==> config.mk <==
export PLATFORM = sky130hd
export DESIGN_NAME = aeqc_regs
export DESIGN_NICKNAME = d
export VERILOG_FILES = /design/src/hdl/aeqc_pkg.sv /design/src/hdl/aeqc_link_if.sv /design/src/hdl/aeqc_engine.sv /design/src/hdl/aeqc_regs.sv
export SDC_FILE = /design/constraint.sdc
export NUM_CORES = 1
export LEC_CHECK = 0
export ABC_AREA = 1
export BUFFER_PORTS_ARGS = -buffer_cell sky130_fd_sc_hd__buf_4
export CORE_MARGIN = 2
export CORE_UTILIZATION = 60
export CTS_CLUSTER_DIAMETER = 30
export DETAILED_ROUTE_END_ITERATION = 8
export PLACE_DENSITY = 0.77
export RECOVER_POWER = 25
export SLEW_MARGIN = 20
export SYNTH_ARGS = -nofsm -noshare
export SYNTH_HDL_FRONTEND = slang
export SYNTH_SLANG_ARGS = --single-unit
==> constraint.sdc <==
create_clock -name clock_i -period 3.15 [get_ports clock_i]
set_clock_uncertainty 0.1 [all_clocks]
set_input_delay 0.63 -clock clock_i [delete_from_list [all_inputs] [get_ports clock_i]]
set_output_delay 0.63 -clock clock_i [all_outputs]
set_load 0.03 [all_outputs]
==> src/hdl/aeqc_pkg.sv <==
// Contract
// [RQ1] debug bit 5 mirrors remote self-test state
// [RQ2] debug bit 1 corrupts every back-channel frame
// [RQ3] debug bit 0 corrupts one frame, self-clears
// [RQ4] step wait 164 us doubling per code
// [RQ5] first-lock mode bit restarts search at zero
// [RQ6] restart bit restarts adaption, then self-clears
// [RQ7] floor-enable bit starts adaption from floor
// [RQ8] floor value field, default 0x8
// [RQ9] status shows stage one 5:3, two 2:0
// [RQ10] bypass uses manual stage values as setting
// [RQ11] bypass bit 0 disables adaption, default enabled
// [RQ12] lock-mode bit makes lock await adaption
// [RQ13] adaption never passes upper limit, default 0xF
// [RQ14] at limit without lock, wrap to start
`default_nettype none
package aeqc_pkg;
   // ------------------------------------------------------------
   // register offsets
   // ------------------------------------------------------------
   localparam logic [7:0] PORT_DEBUG_CTL_ADDR  = 8'hd0;  // debug and error injection
   localparam logic [7:0] EQ_ADAPT_CTL_ADDR    = 8'hd2;  // adaption control
   localparam logic [7:0] EQ_ADAPT_STATUS_ADDR = 8'hd3;  // current setting
   localparam logic [7:0] EQ_BYPASS_CTL_ADDR   = 8'hd4;  // manual setting and lock mode
   localparam logic [7:0] EQ_LIMIT_CTL_ADDR    = 8'hd5;  // upper limit and floor
   // ------------------------------------------------------------
   // field positions
   // ------------------------------------------------------------
   localparam int DBG_SELFTEST_BIT   = 5;   // remote_selftest_active
   localparam int DBG_CONT_ERR_BIT   = 1;   // inject_continuous_return_errors
   localparam int DBG_ONE_ERR_BIT    = 0;   // inject_single_return_error
   localparam int ADP_WAIT_LSB       = 5;   // eq_step_wait_time, 3 bits
   localparam int ADP_FIRST_LOCK_BIT = 4;   // initial_lock_restart_sel
   localparam int ADP_RESTART_BIT    = 3;   // equalizer_adapt_restart
   localparam int ADP_FLOOR_EN_BIT   = 2;   // start_from_floor_en
   localparam int BYP_STAGE1_LSB     = 5;   // manual_stage_one_level, 3 bits
   localparam int BYP_LOCK_WAIT_BIT  = 4;   // lock_waits_for_adapt
   localparam int BYP_STAGE2_LSB     = 1;   // manual_stage_two_level, 3 bits
   localparam int BYP_MANUAL_BIT     = 0;   // manual_equalizer_sel
   localparam int LIM_UPPER_LSB      = 4;   // equalizer_upper_limit, 4 bits
   localparam int LIM_FLOOR_LSB      = 0;   // equalizer_start_floor, 4 bits
   // ------------------------------------------------------------
   // reset values
   // ------------------------------------------------------------
   localparam logic [7:0] DEBUG_RST  = 8'h00;
   localparam logic [2:0] WAIT_RST   = 3'h4;   // 2.62 ms
   localparam logic [7:0] BYPASS_RST = 8'h60;  // stage one manual 0x3
   localparam logic [3:0] UPPER_RST  = 4'hf;
   localparam logic [3:0] FLOOR_RST  = 4'h8;
   // ------------------------------------------------------------
   // timing
   // ------------------------------------------------------------
   localparam int CLK_PERIOD_PS      = 25000;   // 40 MHz
   localparam int STEP_WAIT_BASE_PS  = 164000000; // 164 us at code 000
   localparam int STEP_WAIT_BASE_CYC =
      (STEP_WAIT_BASE_PS + CLK_PERIOD_PS - 1) / CLK_PERIOD_PS;
   localparam int TIMER_W            = 24;      // holds base << 7
   // ------------------------------------------------------------
   // engine states
   // ------------------------------------------------------------
   typedef enum logic [1:0] {
      ST_SEARCH = 2'b00,  // stepping through settings
      ST_LOCKED = 2'b01   // receiver locked, setting held
   } aeqc_state_e;
endpackage : aeqc_pkg
`default_nettype wire

==> src/hdl/aeqc_link_if.sv <==
`timescale 1ns/100ps
`default_nettype none
// carries control from the register bank to the engine and status back
interface aeqc_link_if;
   logic       bypass;             // manual setting selected
   logic [5:0] manual_setting;     // manual stage one and two
   logic       floor_en;           // start from floor
   logic [3:0] floor_val;          // floor index
   logic [3:0] max_val;            // upper index limit
   logic [2:0] wait_code;          // step wait code
   logic       first_lock_restart; // restart at zero on first lock
   logic       restart;            // one-cycle restart request
   logic       lock_in;            // raw lock detector
   logic [5:0] setting;            // applied setting
   logic       adapt_done;         // adaption complete
   modport ctl (output bypass, manual_setting, floor_en, floor_val, max_val, wait_code,
                output first_lock_restart, restart, lock_in,
                input  setting, adapt_done);
   modport eng (input  bypass, manual_setting, floor_en, floor_val, max_val, wait_code,
                input  first_lock_restart, restart, lock_in,
                output setting, adapt_done);
endinterface : aeqc_link_if
`default_nettype wire

==> src/hdl/aeqc_engine.sv <==
`timescale 1ns/100ps
`default_nettype none
module aeqc_engine import aeqc_pkg::*; #(
   parameter int unsigned WAIT_BASE_CYC = STEP_WAIT_BASE_CYC
) (
   // clock and reset
   input wire logic   clock_i,
   input wire logic   rst_i,
   input wire logic   ce_i,
   // link to the register bank
   aeqc_link_if.eng   lnk
);
   // ------------------------------------------------------------
   // helpers
   // ------------------------------------------------------------
   // starting index, never above the limit
   function automatic logic [3:0] start_idx(input logic en, input logic [3:0] fl,
                                            input logic [3:0] mx);
      logic [3:0] v;
      v = en ? fl : 4'h0;
      return (v > mx) ? mx : v;
   endfunction

   aeqc_state_e          state_q;      // search state
   logic [3:0]           idx_q;        // adaption index
   logic [TIMER_W-1:0]   timer_q;      // step wait counter
   logic                 first_seen_q; // first lock already seen
   logic [5:0]           setting_q;    // applied setting
   logic [TIMER_W-1:0]   wait_lim;     // cycles per step
   logic [3:0]           start_v;      // current start index
   logic                 expire;       // step wait over

   assign wait_lim = TIMER_W'(WAIT_BASE_CYC) << lnk.wait_code; // RQ4
   assign start_v  = start_idx(lnk.floor_en, lnk.floor_val, lnk.max_val); // RQ7 RQ8
   assign expire   = (timer_q >= wait_lim - TIMER_W'(1));

   // ------------------------------------------------------------
   // search state machine
   // ------------------------------------------------------------
   always_ff @(posedge clock_i or posedge rst_i) begin
      if (rst_i) begin
         state_q      <= ST_SEARCH;
         idx_q        <= 4'h0;
         timer_q      <= '0;
         first_seen_q <= 1'b0;
      end else if (ce_i) begin
         if (lnk.restart) begin
            // restart from the initial value
            idx_q   <= start_v; // RQ6
            timer_q <= '0;
            state_q <= ST_SEARCH;
         end else if (!lnk.bypass) begin // RQ11
            case (state_q)
               ST_SEARCH: begin
                  if (lnk.lock_in) begin
                     first_seen_q <= 1'b1;
                     if (!first_seen_q && lnk.first_lock_restart) begin
                        // first lock forces a fresh search at zero
                        idx_q   <= 4'h0; // RQ5
                        timer_q <= '0;
                     end else begin
                        state_q <= ST_LOCKED;
                     end
                  end else if (expire) begin
                     timer_q <= '0;
                     // step or wrap, never above the limit
                     idx_q   <= (idx_q >= lnk.max_val) ? start_v : idx_q + 4'h1; // RQ13 RQ14
                  end else begin
                     timer_q <= timer_q + TIMER_W'(1); // RQ4
                  end
               end
               ST_LOCKED: begin
                  // lock lost, resume stepping from the held value
                  if (!lnk.lock_in) begin
                     state_q <= ST_SEARCH;
                     timer_q <= '0;
                  end
               end
               default: state_q <= ST_SEARCH;
            endcase
         end
      end
   end

   // ------------------------------------------------------------
   // applied setting
   // ------------------------------------------------------------
   always_ff @(posedge clock_i or posedge rst_i) begin
      if (rst_i) begin
         setting_q <= 6'h00;
      end else if (ce_i) begin
         setting_q <= lnk.bypass ? lnk.manual_setting : {2'b00, idx_q}; // RQ10
      end
   end

   assign lnk.setting    = setting_q;
   assign lnk.adapt_done = lnk.bypass || (state_q == ST_LOCKED);
endmodule : aeqc_engine
`default_nettype wire

==> src/hdl/aeqc_regs.sv <==
`timescale 1ns/100ps
`default_nettype none
module aeqc_regs import aeqc_pkg::*; #(
   parameter int unsigned WAIT_BASE_CYC = STEP_WAIT_BASE_CYC  // cycles at wait code 000
) (
   // clock and reset
   input  wire logic       clock_i,
   input  wire logic       rst_i,
   input  wire logic       ce_i,
   // register access port
   input  wire logic [7:0] reg_addr_i,
   input  wire logic       reg_wr_i,
   input  wire logic [7:0] reg_wdata_i,
   input  wire logic       reg_rd_i,
   output logic      [7:0] reg_rdata_o,
   // link side
   input  wire logic       remote_selftest_i,
   input  wire logic       cdr_lock_i,
   input  wire logic       bc_frame_start_i,
   output logic            bc_corrupt_o,
   output logic            rx_lock_o,
   output logic      [5:0] eq_setting_o
);
   // ------------------------------------------------------------
   // storage
   // ------------------------------------------------------------
   aeqc_link_if lnk ();

   logic [7:0] dbg_q;        // debug bits, 5 and 0 unused here
   logic       one_err_q;    // single error pending
   logic [2:0] wait_q;       // step wait code
   logic [4:2] adp_q;        // first lock, unused, floor enable
   logic       restart_q;    // restart pulse
   logic [7:0] byp_q;        // bypass register
   logic [3:0] upper_q;      // upper limit
   logic [3:0] floor_q;      // floor value
   logic       corrupt_q;    // corrupt current frame
   logic       lock_q;       // reported lock
   logic [7:0] rdata_q;      // read data

   logic       wr_en;        // qualified write
   assign wr_en = ce_i && reg_wr_i;

   // ------------------------------------------------------------
   // debug register
   // ------------------------------------------------------------
   always_ff @(posedge clock_i or posedge rst_i) begin
      if (rst_i) begin
         dbg_q <= DEBUG_RST;
      end else if (wr_en && reg_addr_i == PORT_DEBUG_CTL_ADDR) begin
         dbg_q <= reg_wdata_i;
      end
   end

   // single error request: set wins over consumption
   always_ff @(posedge clock_i or posedge rst_i) begin
      if (rst_i) begin
         one_err_q <= 1'b0;
      end else if (ce_i) begin
         if (wr_en && reg_addr_i == PORT_DEBUG_CTL_ADDR && reg_wdata_i[DBG_ONE_ERR_BIT]) begin
            one_err_q <= 1'b1; // RQ3
         end else if (bc_frame_start_i) begin
            one_err_q <= 1'b0; // RQ3
         end
      end
   end

   // frame corruption held for a whole frame
   always_ff @(posedge clock_i or posedge rst_i) begin
      if (rst_i) begin
         corrupt_q <= 1'b0;
      end else if (ce_i && bc_frame_start_i) begin
         corrupt_q <= dbg_q[DBG_CONT_ERR_BIT] || one_err_q; // RQ2 RQ3
      end
   end

   // ------------------------------------------------------------
   // adaption control register
   // ------------------------------------------------------------
   always_ff @(posedge clock_i or posedge rst_i) begin
      if (rst_i) begin
         wait_q <= WAIT_RST;
         adp_q  <= 3'h0;
      end else if (wr_en && reg_addr_i == EQ_ADAPT_CTL_ADDR) begin
         wait_q <= reg_wdata_i[ADP_WAIT_LSB +: 3]; // RQ4
         adp_q  <= reg_wdata_i[4:2];
      end
   end

   // restart lasts one cycle and reads back as zero
   always_ff @(posedge clock_i or posedge rst_i) begin
      if (rst_i) begin
         restart_q <= 1'b0;
      end else if (ce_i) begin
         restart_q <= reg_wr_i && reg_addr_i == EQ_ADAPT_CTL_ADDR
                      && reg_wdata_i[ADP_RESTART_BIT]; // RQ6
      end
   end

   // ------------------------------------------------------------
   // bypass and limit registers
   // ------------------------------------------------------------
   always_ff @(posedge clock_i or posedge rst_i) begin
      if (rst_i) begin
         byp_q   <= BYPASS_RST;
         upper_q <= UPPER_RST;
         floor_q <= FLOOR_RST;
      end else if (wr_en) begin
         if (reg_addr_i == EQ_BYPASS_CTL_ADDR) begin
            byp_q <= reg_wdata_i;
         end
         if (reg_addr_i == EQ_LIMIT_CTL_ADDR) begin
            upper_q <= reg_wdata_i[LIM_UPPER_LSB +: 4]; // RQ13
            floor_q <= reg_wdata_i[LIM_FLOOR_LSB +: 4]; // RQ8
         end
      end
   end

   // ------------------------------------------------------------
   // engine connection
   // ------------------------------------------------------------
   assign lnk.bypass             = byp_q[BYP_MANUAL_BIT]; // RQ11
   assign lnk.manual_setting     = {byp_q[BYP_STAGE1_LSB +: 3], byp_q[BYP_STAGE2_LSB +: 3]}; // RQ10
   assign lnk.floor_en           = adp_q[ADP_FLOOR_EN_BIT]; // RQ7
   assign lnk.floor_val          = floor_q;
   assign lnk.max_val            = upper_q;
   assign lnk.wait_code          = wait_q;
   assign lnk.first_lock_restart = adp_q[ADP_FIRST_LOCK_BIT]; // RQ5
   assign lnk.restart            = restart_q;
   assign lnk.lock_in            = cdr_lock_i;

   aeqc_engine #(
      .WAIT_BASE_CYC (WAIT_BASE_CYC)
   ) u_engine (
      .clock_i (clock_i),
      .rst_i   (rst_i),
      .ce_i    (ce_i),
      .lnk     (lnk.eng)
   );

   // reported lock, optionally gated by adaption
   always_ff @(posedge clock_i or posedge rst_i) begin
      if (rst_i) begin
         lock_q <= 1'b0;
      end else if (ce_i) begin
         lock_q <= cdr_lock_i && (!byp_q[BYP_LOCK_WAIT_BIT] || lnk.adapt_done); // RQ12
      end
   end

   // ------------------------------------------------------------
   // read path, one cycle after the request
   // ------------------------------------------------------------
   always_ff @(posedge clock_i or posedge rst_i) begin
      if (rst_i) begin
         rdata_q <= 8'h00;
      end else if (ce_i && reg_rd_i) begin
         case (reg_addr_i)
            PORT_DEBUG_CTL_ADDR:  rdata_q <= {dbg_q[7:6], remote_selftest_i, dbg_q[4:1],
                                              one_err_q}; // RQ1
            EQ_ADAPT_CTL_ADDR:    rdata_q <= {wait_q, adp_q[4], 1'b0, adp_q[2], 2'b00};
            EQ_ADAPT_STATUS_ADDR: rdata_q <= {2'b00, lnk.setting}; // RQ9
            EQ_BYPASS_CTL_ADDR:   rdata_q <= byp_q;
            EQ_LIMIT_CTL_ADDR:    rdata_q <= {upper_q, floor_q};
            default:              rdata_q <= 8'h00;
         endcase
      end
   end

   assign reg_rdata_o  = rdata_q;
   assign bc_corrupt_o = corrupt_q;
   assign rx_lock_o    = lock_q;
   assign eq_setting_o = lnk.setting;
endmodule : aeqc_regs
`default_nettype wire

==> results.ini, run 1 <==
[synthesis]
synth_seq_area_share=0.395
syn_nets=681
synth_edf_count=0
ys_ff_latch=75
synth_cell_types=43
ys.flop_type=dfrtp_1
synthTopCellsByArea=dfrtp_1, nand2_1, ha_1
avgSynthCellArea_um2=7.64
synth_top_area_share=0.351
syn-cell-area_um2=4770
synth_top_cell_by_area=dfrtp_1
async_flop_share=1.00
syn_inst=625
synth_warnings=0

[route]
drc=0
avgViaCountPerCell=5.42
first_iter_violations=276
ant_nets=0
drt_first_pass_iters=4
vias=4188
totalWireLength_mm=11.1
wire_per_inst_um=14.4

[power_and_ir_drop]
peakVddDrop_mv=0.295
p_comb_frac=0.157
p_sw_frac=0.302
seq_power_share=0.492
leakage_nw=2.72
power.density_nw_per_um2=400
clockPowerShare=0.351
internal_power_mw=1.48
p_switching_uw=642

[final_layout]
nets=722
drive_gt1_frac=0.164
finalNonFillerCells=773
area_growth_pct=11.4
diodes=0
fillers=667

[setup_path]
regToRegSetupSlack_ns=0.28
r2r-start=lnk.wait_code[1]$_DFFE_PP0P_
cp_slowest_stage_delay_ns=0.48
timing.rr.end=u_engine.timer_q[19]$_DFFE_PP0P_
r2r_cells=15
cp.required_ns=3.29
end_kind=register
crit_fanout=19
crit_type=register to register
crit_arrival_ns=3.01
start_kind=register
slowest_stage=dfrtp_1
worstPathCellList=inv_1, buf_4, ha_1, nand2_1, ha_1, nand3_1, xor2_1, ha_1, nand4_1, nor2_1, nand3_1, nand4_1, nand2_1, inv_6, nor2_1
cp_common_cell=ha_1

[clock_tree]
cts_buffer_depth=2
cts.sinks=75
post_cts_buffers=0
clockRootBuffer=clkbuf_8
clkTransAtPathRegs_ns=0.08
clk_latency_ns=0.36
htree_levels=3
cts_tree=done
cts_buffers=9

[timing]
finalSetupTns_ns=0
relSlewSlack=-0.201
fmax_ghz=0.349
drv_slew=34
tightest_slew_ns=1.80
timing.final.crit_share=0.911
rsz0062_at_grt=no
min_period_ns=2.87
final-hold-violation-count=0
setup_viol=0

[floorplan]
rows=32
io_pins=40
initial_core_util=0.618
dieHeight_um=93.2
core_um2=7730
dieArea_um2=8690
die_w_um=93.2

[min_path]
worstHoldEndpoint=u_engine.timer_q[22]$_DFFE_PP0P_
hold_path.class=register to register
whs_path_depth=2
worstHoldStart=u_engine.timer_q[22]$_DFFE_PP0P_

[global_routing]
grt_pass1_wl_mm=18.9
grt_max_degree=42
grt-ovfl-total=0
grtUsageTotal=0.275
antenna_found_initial=0
grt_pass1_vias=4098

[run]
max-cap-violations=1

[placed_design]
dp_hpwl_mm=8.35
gp_congestion=0.917
dpl.cell_count=756
portBuffers=39

[run_status]
violations=max-capacitance violations, max-slew violations
status=complete, but fails checks

[layer usage]
metal	GRT usage	vias to the layer above	wire (um)
met3	0.0443	15	585
met5	0	-	0
met1	0.365	1972	5060
li1	-	2084	-
met4	0.0882	0	177
met2	0.464	117	5280
[worst max-delay path, delay by kind of cell (launching register included)]
| family | cells | cell delay [ns] |
|---|---|---|
| simple gates | 8 | 0.88 |
| buf+inv | 3 | 0.44 |
| flops | 1 | 0.48 |
| fa+ha+maj | 3 | 0.67 |
| xor+xnor | 1 | 0.17 |
[worst max path at each step]
stage                                       startpoint                          endpoint  slack, ns  cells past startpoint
after CTS                 lnk.wait_code[0]$_DFFE_PP0P_  u_engine.timer_q[19]$_DFFE_PP0P_       0.15                     17
after global routing      lnk.wait_code[1]$_DFFE_PP0P_  u_engine.timer_q[19]$_DFFE_PP0P_      0.003                     20
final                     lnk.wait_code[1]$_DFFE_PP0P_  u_engine.timer_q[19]$_DFFE_PP0P_       0.28                     15
after global placement    lnk.wait_code[0]$_DFFE_PP0P_  u_engine.timer_q[19]$_DFFE_PP0P_       0.28                     17
after floorplan           lnk.wait_code[1]$_DFFE_PP0P_   u_engine.timer_q[6]$_DFFE_PP0P_       0.47                     18
after detailed placement  lnk.wait_code[0]$_DFFE_PP0P_  u_engine.timer_q[19]$_DFFE_PP0P_       0.17                     17
[sequential cells by signal, summed over array words and instances, names as in the netlist]
name                   flops
adp_q                      2
bc_corrupt_o               1
byp_q                      8
dbg_q                      6
floor_q                    4
lnk.max_val                4
lnk.restart                1
lnk.wait_code              3
one_err_q                  1
reg_rdata_o                8
rx_lock_o                  1
u_engine.first_seen_q      1
u_engine.idx_q             4
u_engine.lnk.setting       6
u_engine.state_q           1
u_engine.timer_q          24
[area by class of cell]
type,instances,area [um^2],area share
sequential,75,1890,0.355
timing repair buffer,43,318,0.0598
clock buffer,9,124,0.0233
inverter,79,307,0.0576
clock inverter,7,68.8,0.0129
multi-input combinational,458,2490,0.468
tap,102,128,0.0240
[cell usage in the layout (no fill, tap or decap), types with 2 or more instances in the layout]
| cell | instances |
|---|---|
| nor3_2 | 3 |
| o22ai_1 | 2 |
| nand3_2 | 2 |
| clkbuf_1 | 2 |
| nand4_1 | 14 |
| xor2_1 | 10 |
| nand2_1 | 190 |
| clkinvlp_4 | 2 |
| o21ai_0 | 42 |
| clkinv_2 | 3 |
| o21ai_2 | 12 |
| a21oi_1 | 10 |
| dfrtp_1 | 67 |
| nand3_1 | 32 |
| nand2_2 | 6 |
| inv_4 | 2 |
| nor2_1 | 55 |
| nor2_2 | 8 |
| clkbuf_8 | 9 |
| inv_1 | 75 |
| nor2_4 | 4 |
| buf_4 | 39 |
| ha_1 | 32 |
| nor3_1 | 9 |
| xnor2_1 | 6 |
| nand2_4 | 2 |
| o21ai_1 | 5 |
| dfstp_2 | 8 |
[cell usage after synthesis (6+ instances only)]
library cell	number
o21ai_2	12
dfrtp_1	67
nand4_1	14
a21oi_1	10
dfstp_2	8
nor3_1	9
xnor2_1	6
xor2_1	10
o21ai_0	42
nand2_1	191
ha_1	32
nor2_1	55
inv_1	76
nor2_2	8
nand3_1	32
[kinds of logic (layout without fill, tap and decap cells)]
family                     after synthesis  after routing  synth area share
xor gates and xnor gates                16             16            0.0294
adders and majority gates               32             32            0.0839
buffers and inverters                   92            138            0.0844
AOI/OAI and AO/OA                       80             80             0.101
and+or+nand+nor                        330            330             0.306
DFF                                     75             75             0.395
[power groups by stage]
stage	logic [mW]	clock network (mW)	registers, mW
finish	0.334	0.747	1.05
CTS	0.334	0.752	1.04
global route	0.377	0.793	1.05
floorplan	0.208	0	1.08
detailed placement	0.332	0	1.06
global placement	0.316	0	1.06
[metrics by stage]
| stage | total power, mW | hold slack, ns | setup WS, ns | instance area, um^2 | utilization |
|---|---|---|---|---|---|
| after CTS | 2.13 | 0.00270 | 0.148 | 5310 | 0.687 |
| after global placement | 1.38 | 0.350 | 0.285 | 5110 | 0.662 |
| after global routing | 2.22 | 0.387 | 0.00333 | 5320 | 0.688 |
| after detailed placement | 1.39 | 0.353 | 0.168 | 5110 | 0.662 |
| final | 2.13 | 0.373 | 0.282 | 5320 | 0.688 |
| after floorplan | 1.28 | 0.337 | 0.468 | 4770 | - |
[repair_timing]
action,in CTS,in global routing
gates resized for setup,0,5
hold buffers,0,1
endpoints found under the hold margin,0,1
setup endpoints to repair,0,23
Note: power is estimated with default switching activity, not from simulation.
==> run 2, diff against run 1 <==
CORE_UTILIZATION = 29   (was 60)
PLACE_DENSITY = 0.42   (was 0.77)
==> results.ini, run 2 (synthesis results as in run 1) <==
[run_status]
status=complete, but fails checks
violations=max-capacitance violations, max-slew violations

[timing]
fmax_ghz=0.355
rsz0062_at_grt=no
relSlewSlack=-0.295
setup_viol=0
min_period_ns=2.81
timing.final.crit_share=0.893
drv_slew=39
finalSetupTns_ns=0
final-hold-violation-count=0
tightest_slew_ns=1.93

[clock_tree]
cts_tree=done
clockRootBuffer=clkbuf_16
cts.sinks=75
postCtsHoldBufs=0
clk_latency_ns=0.34
cts_buffers=9
clkTransAtPathRegs_ns=0.06
cts_buffer_depth=2
htree_levels=3

[power_and_ir_drop]
seq_power_share=0.417
clockPowerShare=0.449
p_switching_uw=693
p_comb_frac=0.134
peakVddDrop_mv=0.232
p_sw_frac=0.275
power.density_nw_per_um2=448
internal_power_mw=1.82
leakage_nw=2.78

[route]
wire_per_inst_um=14.3
ant_nets=0
first_iter_violations=180
drc=0
drt_first_pass_iters=4
totalWireLength_mm=12.6
avgViaCountPerCell=4.57
vias=4055

[global_routing]
grt-ovfl-total=0
antenna_found_initial=0
grt_pass1_wl_mm=21.3
grtUsageTotal=0.154
grt_pass1_vias=4090
grt_max_degree=40

[final_layout]
layout_commonest_cell=nand2_1
largest_reg_flops=24
diodes=0
area_growth_pct=17.7
nets=722
drive_gt1_frac=0.174
finalNonFillerCells=887
seq_area_um2=1890
fin_area_um2=5620
top_register=u_engine.timer_q
final_util=0.351
fillers=1766
layout_common_cells=nand2_1, inv_1, dfrtp_1
multiInputGateArea_um2=2500

[placed_design]
gp_congestion=0.805
portBuffers=39
dpl_cell_area_um2=5280
dpl.cell_count=871
dp_hpwl_mm=9.68

[setup_path]
regToRegSetupSlack_ns=0.34
crit_type=register to register
cp.required_ns=3.28
crit_arrival_ns=2.94
end_kind=register
start_kind=register
crit_fanout=8

[floorplan]
rows=46
io_pins=40
dieHeight_um=132
die_w_um=132
initial_core_util=0.298
dieArea_um2=17500
core_um2=16000

[min_path]
hold_path.class=register to register

[run]
max-cap-violations=1

run 2: what timing repair did:
item | in CTS | in global routing
resized for setup | 0 | 9
buffers inserted | 0 | 0
setup endpoints to repair | 0 | 23
run 2: power groups by stage:
stage | logic, mW | registers (mW) | clock network [mW]
floorplan | 0.208 | 1.08 | 0
global placement | 0.338 | 1.07 | 0
detailed placement | 0.338 | 1.07 | 0
CTS | 0.340 | 1.05 | 1.17
global route | 0.385 | 1.06 | 1.22
finish | 0.336 | 1.05 | 1.13
run 2: path summary, 6_finish.rpt:
| kind | start | cells after the start | end |
|---|---|---|---|
| max reg2reg | lnk.wait_code[0]$_DFFE_PP0P_ | 21 | u_engine.idx_q[0]$_DFFE_PP0P_ |
| max | lnk.wait_code[0]$_DFFE_PP0P_ | 21 | u_engine.idx_q[0]$_DFFE_PP0P_ |
| min reg2reg | u_engine.timer_q[22]$_DFFE_PP0P_ | 2 | u_engine.timer_q[22]$_DFFE_PP0P_ |
| max in group asynchronous | rst_i | 3 | u_engine.timer_q[13]$_DFFE_PP0P_ |
| min | u_engine.timer_q[22]$_DFFE_PP0P_ | 2 | u_engine.timer_q[22]$_DFFE_PP0P_ |
| min in group asynchronous | rst_i | 2 | reg_rdata_o[3]$_DFFE_PP0P_ |
run 2: layer usage:
| metal | vias to the layer above | global-route usage | routed length [um] |
|---|---|---|---|
| li1 | 2093 | - | - |
| met2 | 60 | 0.242 | 5670 |
| met1 | 1891 | 0.214 | 6350 |
| met3 | 11 | 0.0327 | 459 |
| met5 | - | 0 | 0 |
| met4 | 0 | 0.0448 | 165 |
run 2: final cells by class:
type / instances / area share
Clock buffer: 9 / 0.0401
Clock inverter: 7 / 0.0176
Inverter: 79 / 0.0548
Multi-Input combinational cell: 458 / 0.444
Sequential cell: 75 / 0.336
Tap cell: 216 / 0.0481
Timing Repair Buffer: 43 / 0.0590
run 2: stage by stage:
step	setup WS, ns	hold WS, ns	total power, mW
2_1_floorplan	0.468	0.337	1.28
3_3_place_gp	0.275	0.349	1.40
3_5_place_dp	0.197	0.353	1.40
4_1_cts	0.174	0.328	2.56
5_1_grt	0.0121	0.405	2.66
6_report	0.337	0.367	2.52
run 2: critical path, cell delays in order, from the launching register on:
cell	delay (ns)
dfrtp_1	0.43
inv_2	0.12
ha_1	0.18
inv_1	0.07
nor2_2	0.10
inv_1	0.05
ha_1	0.19
nand3_1	0.10
xor2_1	0.18
ha_1	0.27
nand2_1	0.07
nand2_1	0.05
nand2_1	0.06
nand2_1	0.05
nand2_1	0.06
nand2_1	0.05
nand2_1	0.07
nand4_1	0.16
nand2_2	0.20
inv_1	0.05
nand2_1	0.05
nand2_1	0.04
==> run 3, diff against run 2 <==
CORE_ASPECT_RATIO = 0.75   (was not set)
==> results.ini, run 3 (synthesis results as in run 1) <==
[run_status]
status=complete, but fails checks
violations=max-capacitance violations, max-slew violations

[setup_path]
r2r-start=lnk.wait_code[0]$_DFFE_PP0P_
cp_common_cell=nand2_1
critPathBufInv=4
crit_type=register to register
crit_path_start=lnk.wait_code[0]$_DFFE_PP0P_
path_delay_family=simple AND/OR/NAND/NOR gates
cp_slowest_stage_delay_ns=0.43
worstPathCellList=inv_2, ha_1, inv_1, nor2_2, inv_1, ha_1, nand3_1, xor2_1, ha_1, nand2_1, nand2_1, nand2_1, nand2_1, nand2_1, nand2_1, nand2_1, nand4_1, nand2_2, clkinv_4, nor2_1
cp.required_ns=3.33
start_kind=register
end_kind=register
crit_fanout=10
slowest_stage=dfrtp_2
crit_arrival_ns=3.03

[clock_tree]
cts_buffers=9
cts.sinks=75
cts_tree=done
htree_levels=3
clk_latency_ns=0.35
cts_buffer_depth=2
clkTransAtPathRegs_ns=0.06
clockRootBuffer=clkbuf_16

[route]
first_iter_violations=233
totalWireLength_mm=12.8
wire_per_inst_um=14.5
avgViaCountPerCell=4.57
ant_nets=0
drt_first_pass_iters=4
vias=4034
drc=0

[final_layout]
area_growth_pct=17.2
layout_common_cells=nand2_1, inv_1, dfrtp_1
layout_commonest_cell=nand2_1
largest_reg_flops=24
top_register=u_engine.timer_q
fillers=1707
final_util=0.348
diodes=0
drive_gt1_frac=0.178
nets=724
finalNonFillerCells=883

[global_routing]
grt_max_degree=47
grt_pass1_vias=3953
grtUsageTotal=0.155
grt_pass1_wl_mm=21.0
antenna_found_initial=0
grt-ovfl-total=0

[floorplan]
core_um2=16100
die_w_um=152
io_pins=40
rows=40
dieHeight_um=115
dieArea_um2=17500
initial_core_util=0.297

[placed_design]
gp_congestion=0.821
dpl.cell_count=866
post-place-ws_ns=0.136
portBuffers=39
dp_hpwl_mm=9.71

[run]
max-cap-violations=1

[timing]
whs_ns=0.368
fmax_ghz=0.350
setup_viol=0
min_period_ns=2.86
finalSetupTns_ns=0
timing.final.crit_share=0.907
relSlewSlack=-0.443
tightest_slew_ns=2.15
final-hold-violation-count=0
drv_slew=47
setup_slack_ns=0.293

[min_path]
worstHoldStart=u_engine.timer_q[23]$_DFFE_PP0P_
hold_path.class=register to register

[power_and_ir_drop]
peakVddDrop_mv=0.229
power.density_nw_per_um2=437
leakage_nw=2.78

## run 3: changes by cell type in the layout (fill, tap and decap cells not counted)
cell        change
buf_4           +2
clkinv_4        +2
inv_6           -2
buf_12          -1
bufinv_16       -1
clkinvlp_4      +1
inv_4           +1
o21ai_0         -1
o21ai_2         +1
## run 3: area by class of cell
type,count,area [um^2],area share
timing repair buffer,44,327,0.0584
sequential,75,1890,0.338
tap,210,263,0.0470
inverter,79,308,0.0550
multi-input combinational,458,2500,0.447
clock buffer,9,225,0.0403
timing repair inverter,1,6.26,0.00112
clock inverter,7,76.3,0.0136
## run 3: worst register-to-register path, stage by stage, from the launching register on
cell and delay (ns):
dfrtp_2 0.43, inv_2 0.11, ha_1 0.20, inv_1 0.08
nor2_2 0.12, inv_1 0.06, ha_1 0.20, nand3_1 0.10
xor2_1 0.16, ha_1 0.27, nand2_1 0.07, nand2_1 0.04
nand2_1 0.05, nand2_1 0.05, nand2_1 0.06, nand2_1 0.05
nand2_1 0.08, nand4_1 0.12, nand2_2 0.17, clkinv_4 0.14
nor2_1 0.13
## run 3: metrics by stage
step                area [um^2]  total power [mW]
floorplan                  4770              1.28
global placement           5270              1.40
detailed placement         5270              1.41
CTS                        5570              2.48
global route               5590              2.58
finish                     5590              2.44
## run 3: final timing paths
path / end / slack, ns / depth (start not counted)
worst max-delay path: u_engine.timer_q[18]$_DFFE_PP0P_ / 0.29 / 20
worst min-delay path: u_engine.timer_q[23]$_DFFE_PP0P_ / 0.37 / 2
worst max register to register: u_engine.timer_q[18]$_DFFE_PP0P_ / 0.29 / 20
worst min register to register: u_engine.timer_q[23]$_DFFE_PP0P_ / 0.37 / 2
max in group asynchronous: lnk.wait_code[0]$_DFFE_PP0P_ / 1.09 / 2
min in group asynchronous: reg_rdata_o[7]$_DFFE_PP0P_ / 0.75 / 2
## run 3: what timing repair did
| action | 4_1_cts | 5_1_grt |
|---|---|---|
| hold buffers | 0 | 0 |
| resized for setup | 0 | 13 |
| buffers inserted | 0 | 0 |
| setup endpoints to repair | 0 | 25 |
## run 3: where the power goes
group	total (mW)	internal (mW)	switching (mW)
logic	0.338	0.119	0.219
clock network	1.06	0.617	0.438
registers	1.05	1.01	0.0446
## run 3: per-layer routing
layer / GRT usage / wire length, um
met1: 0.227 / 7140
met2: 0.229 / 5150
met3: 0.0351 / 398
met4: 0.0430 / 152
met5: 0 / 0
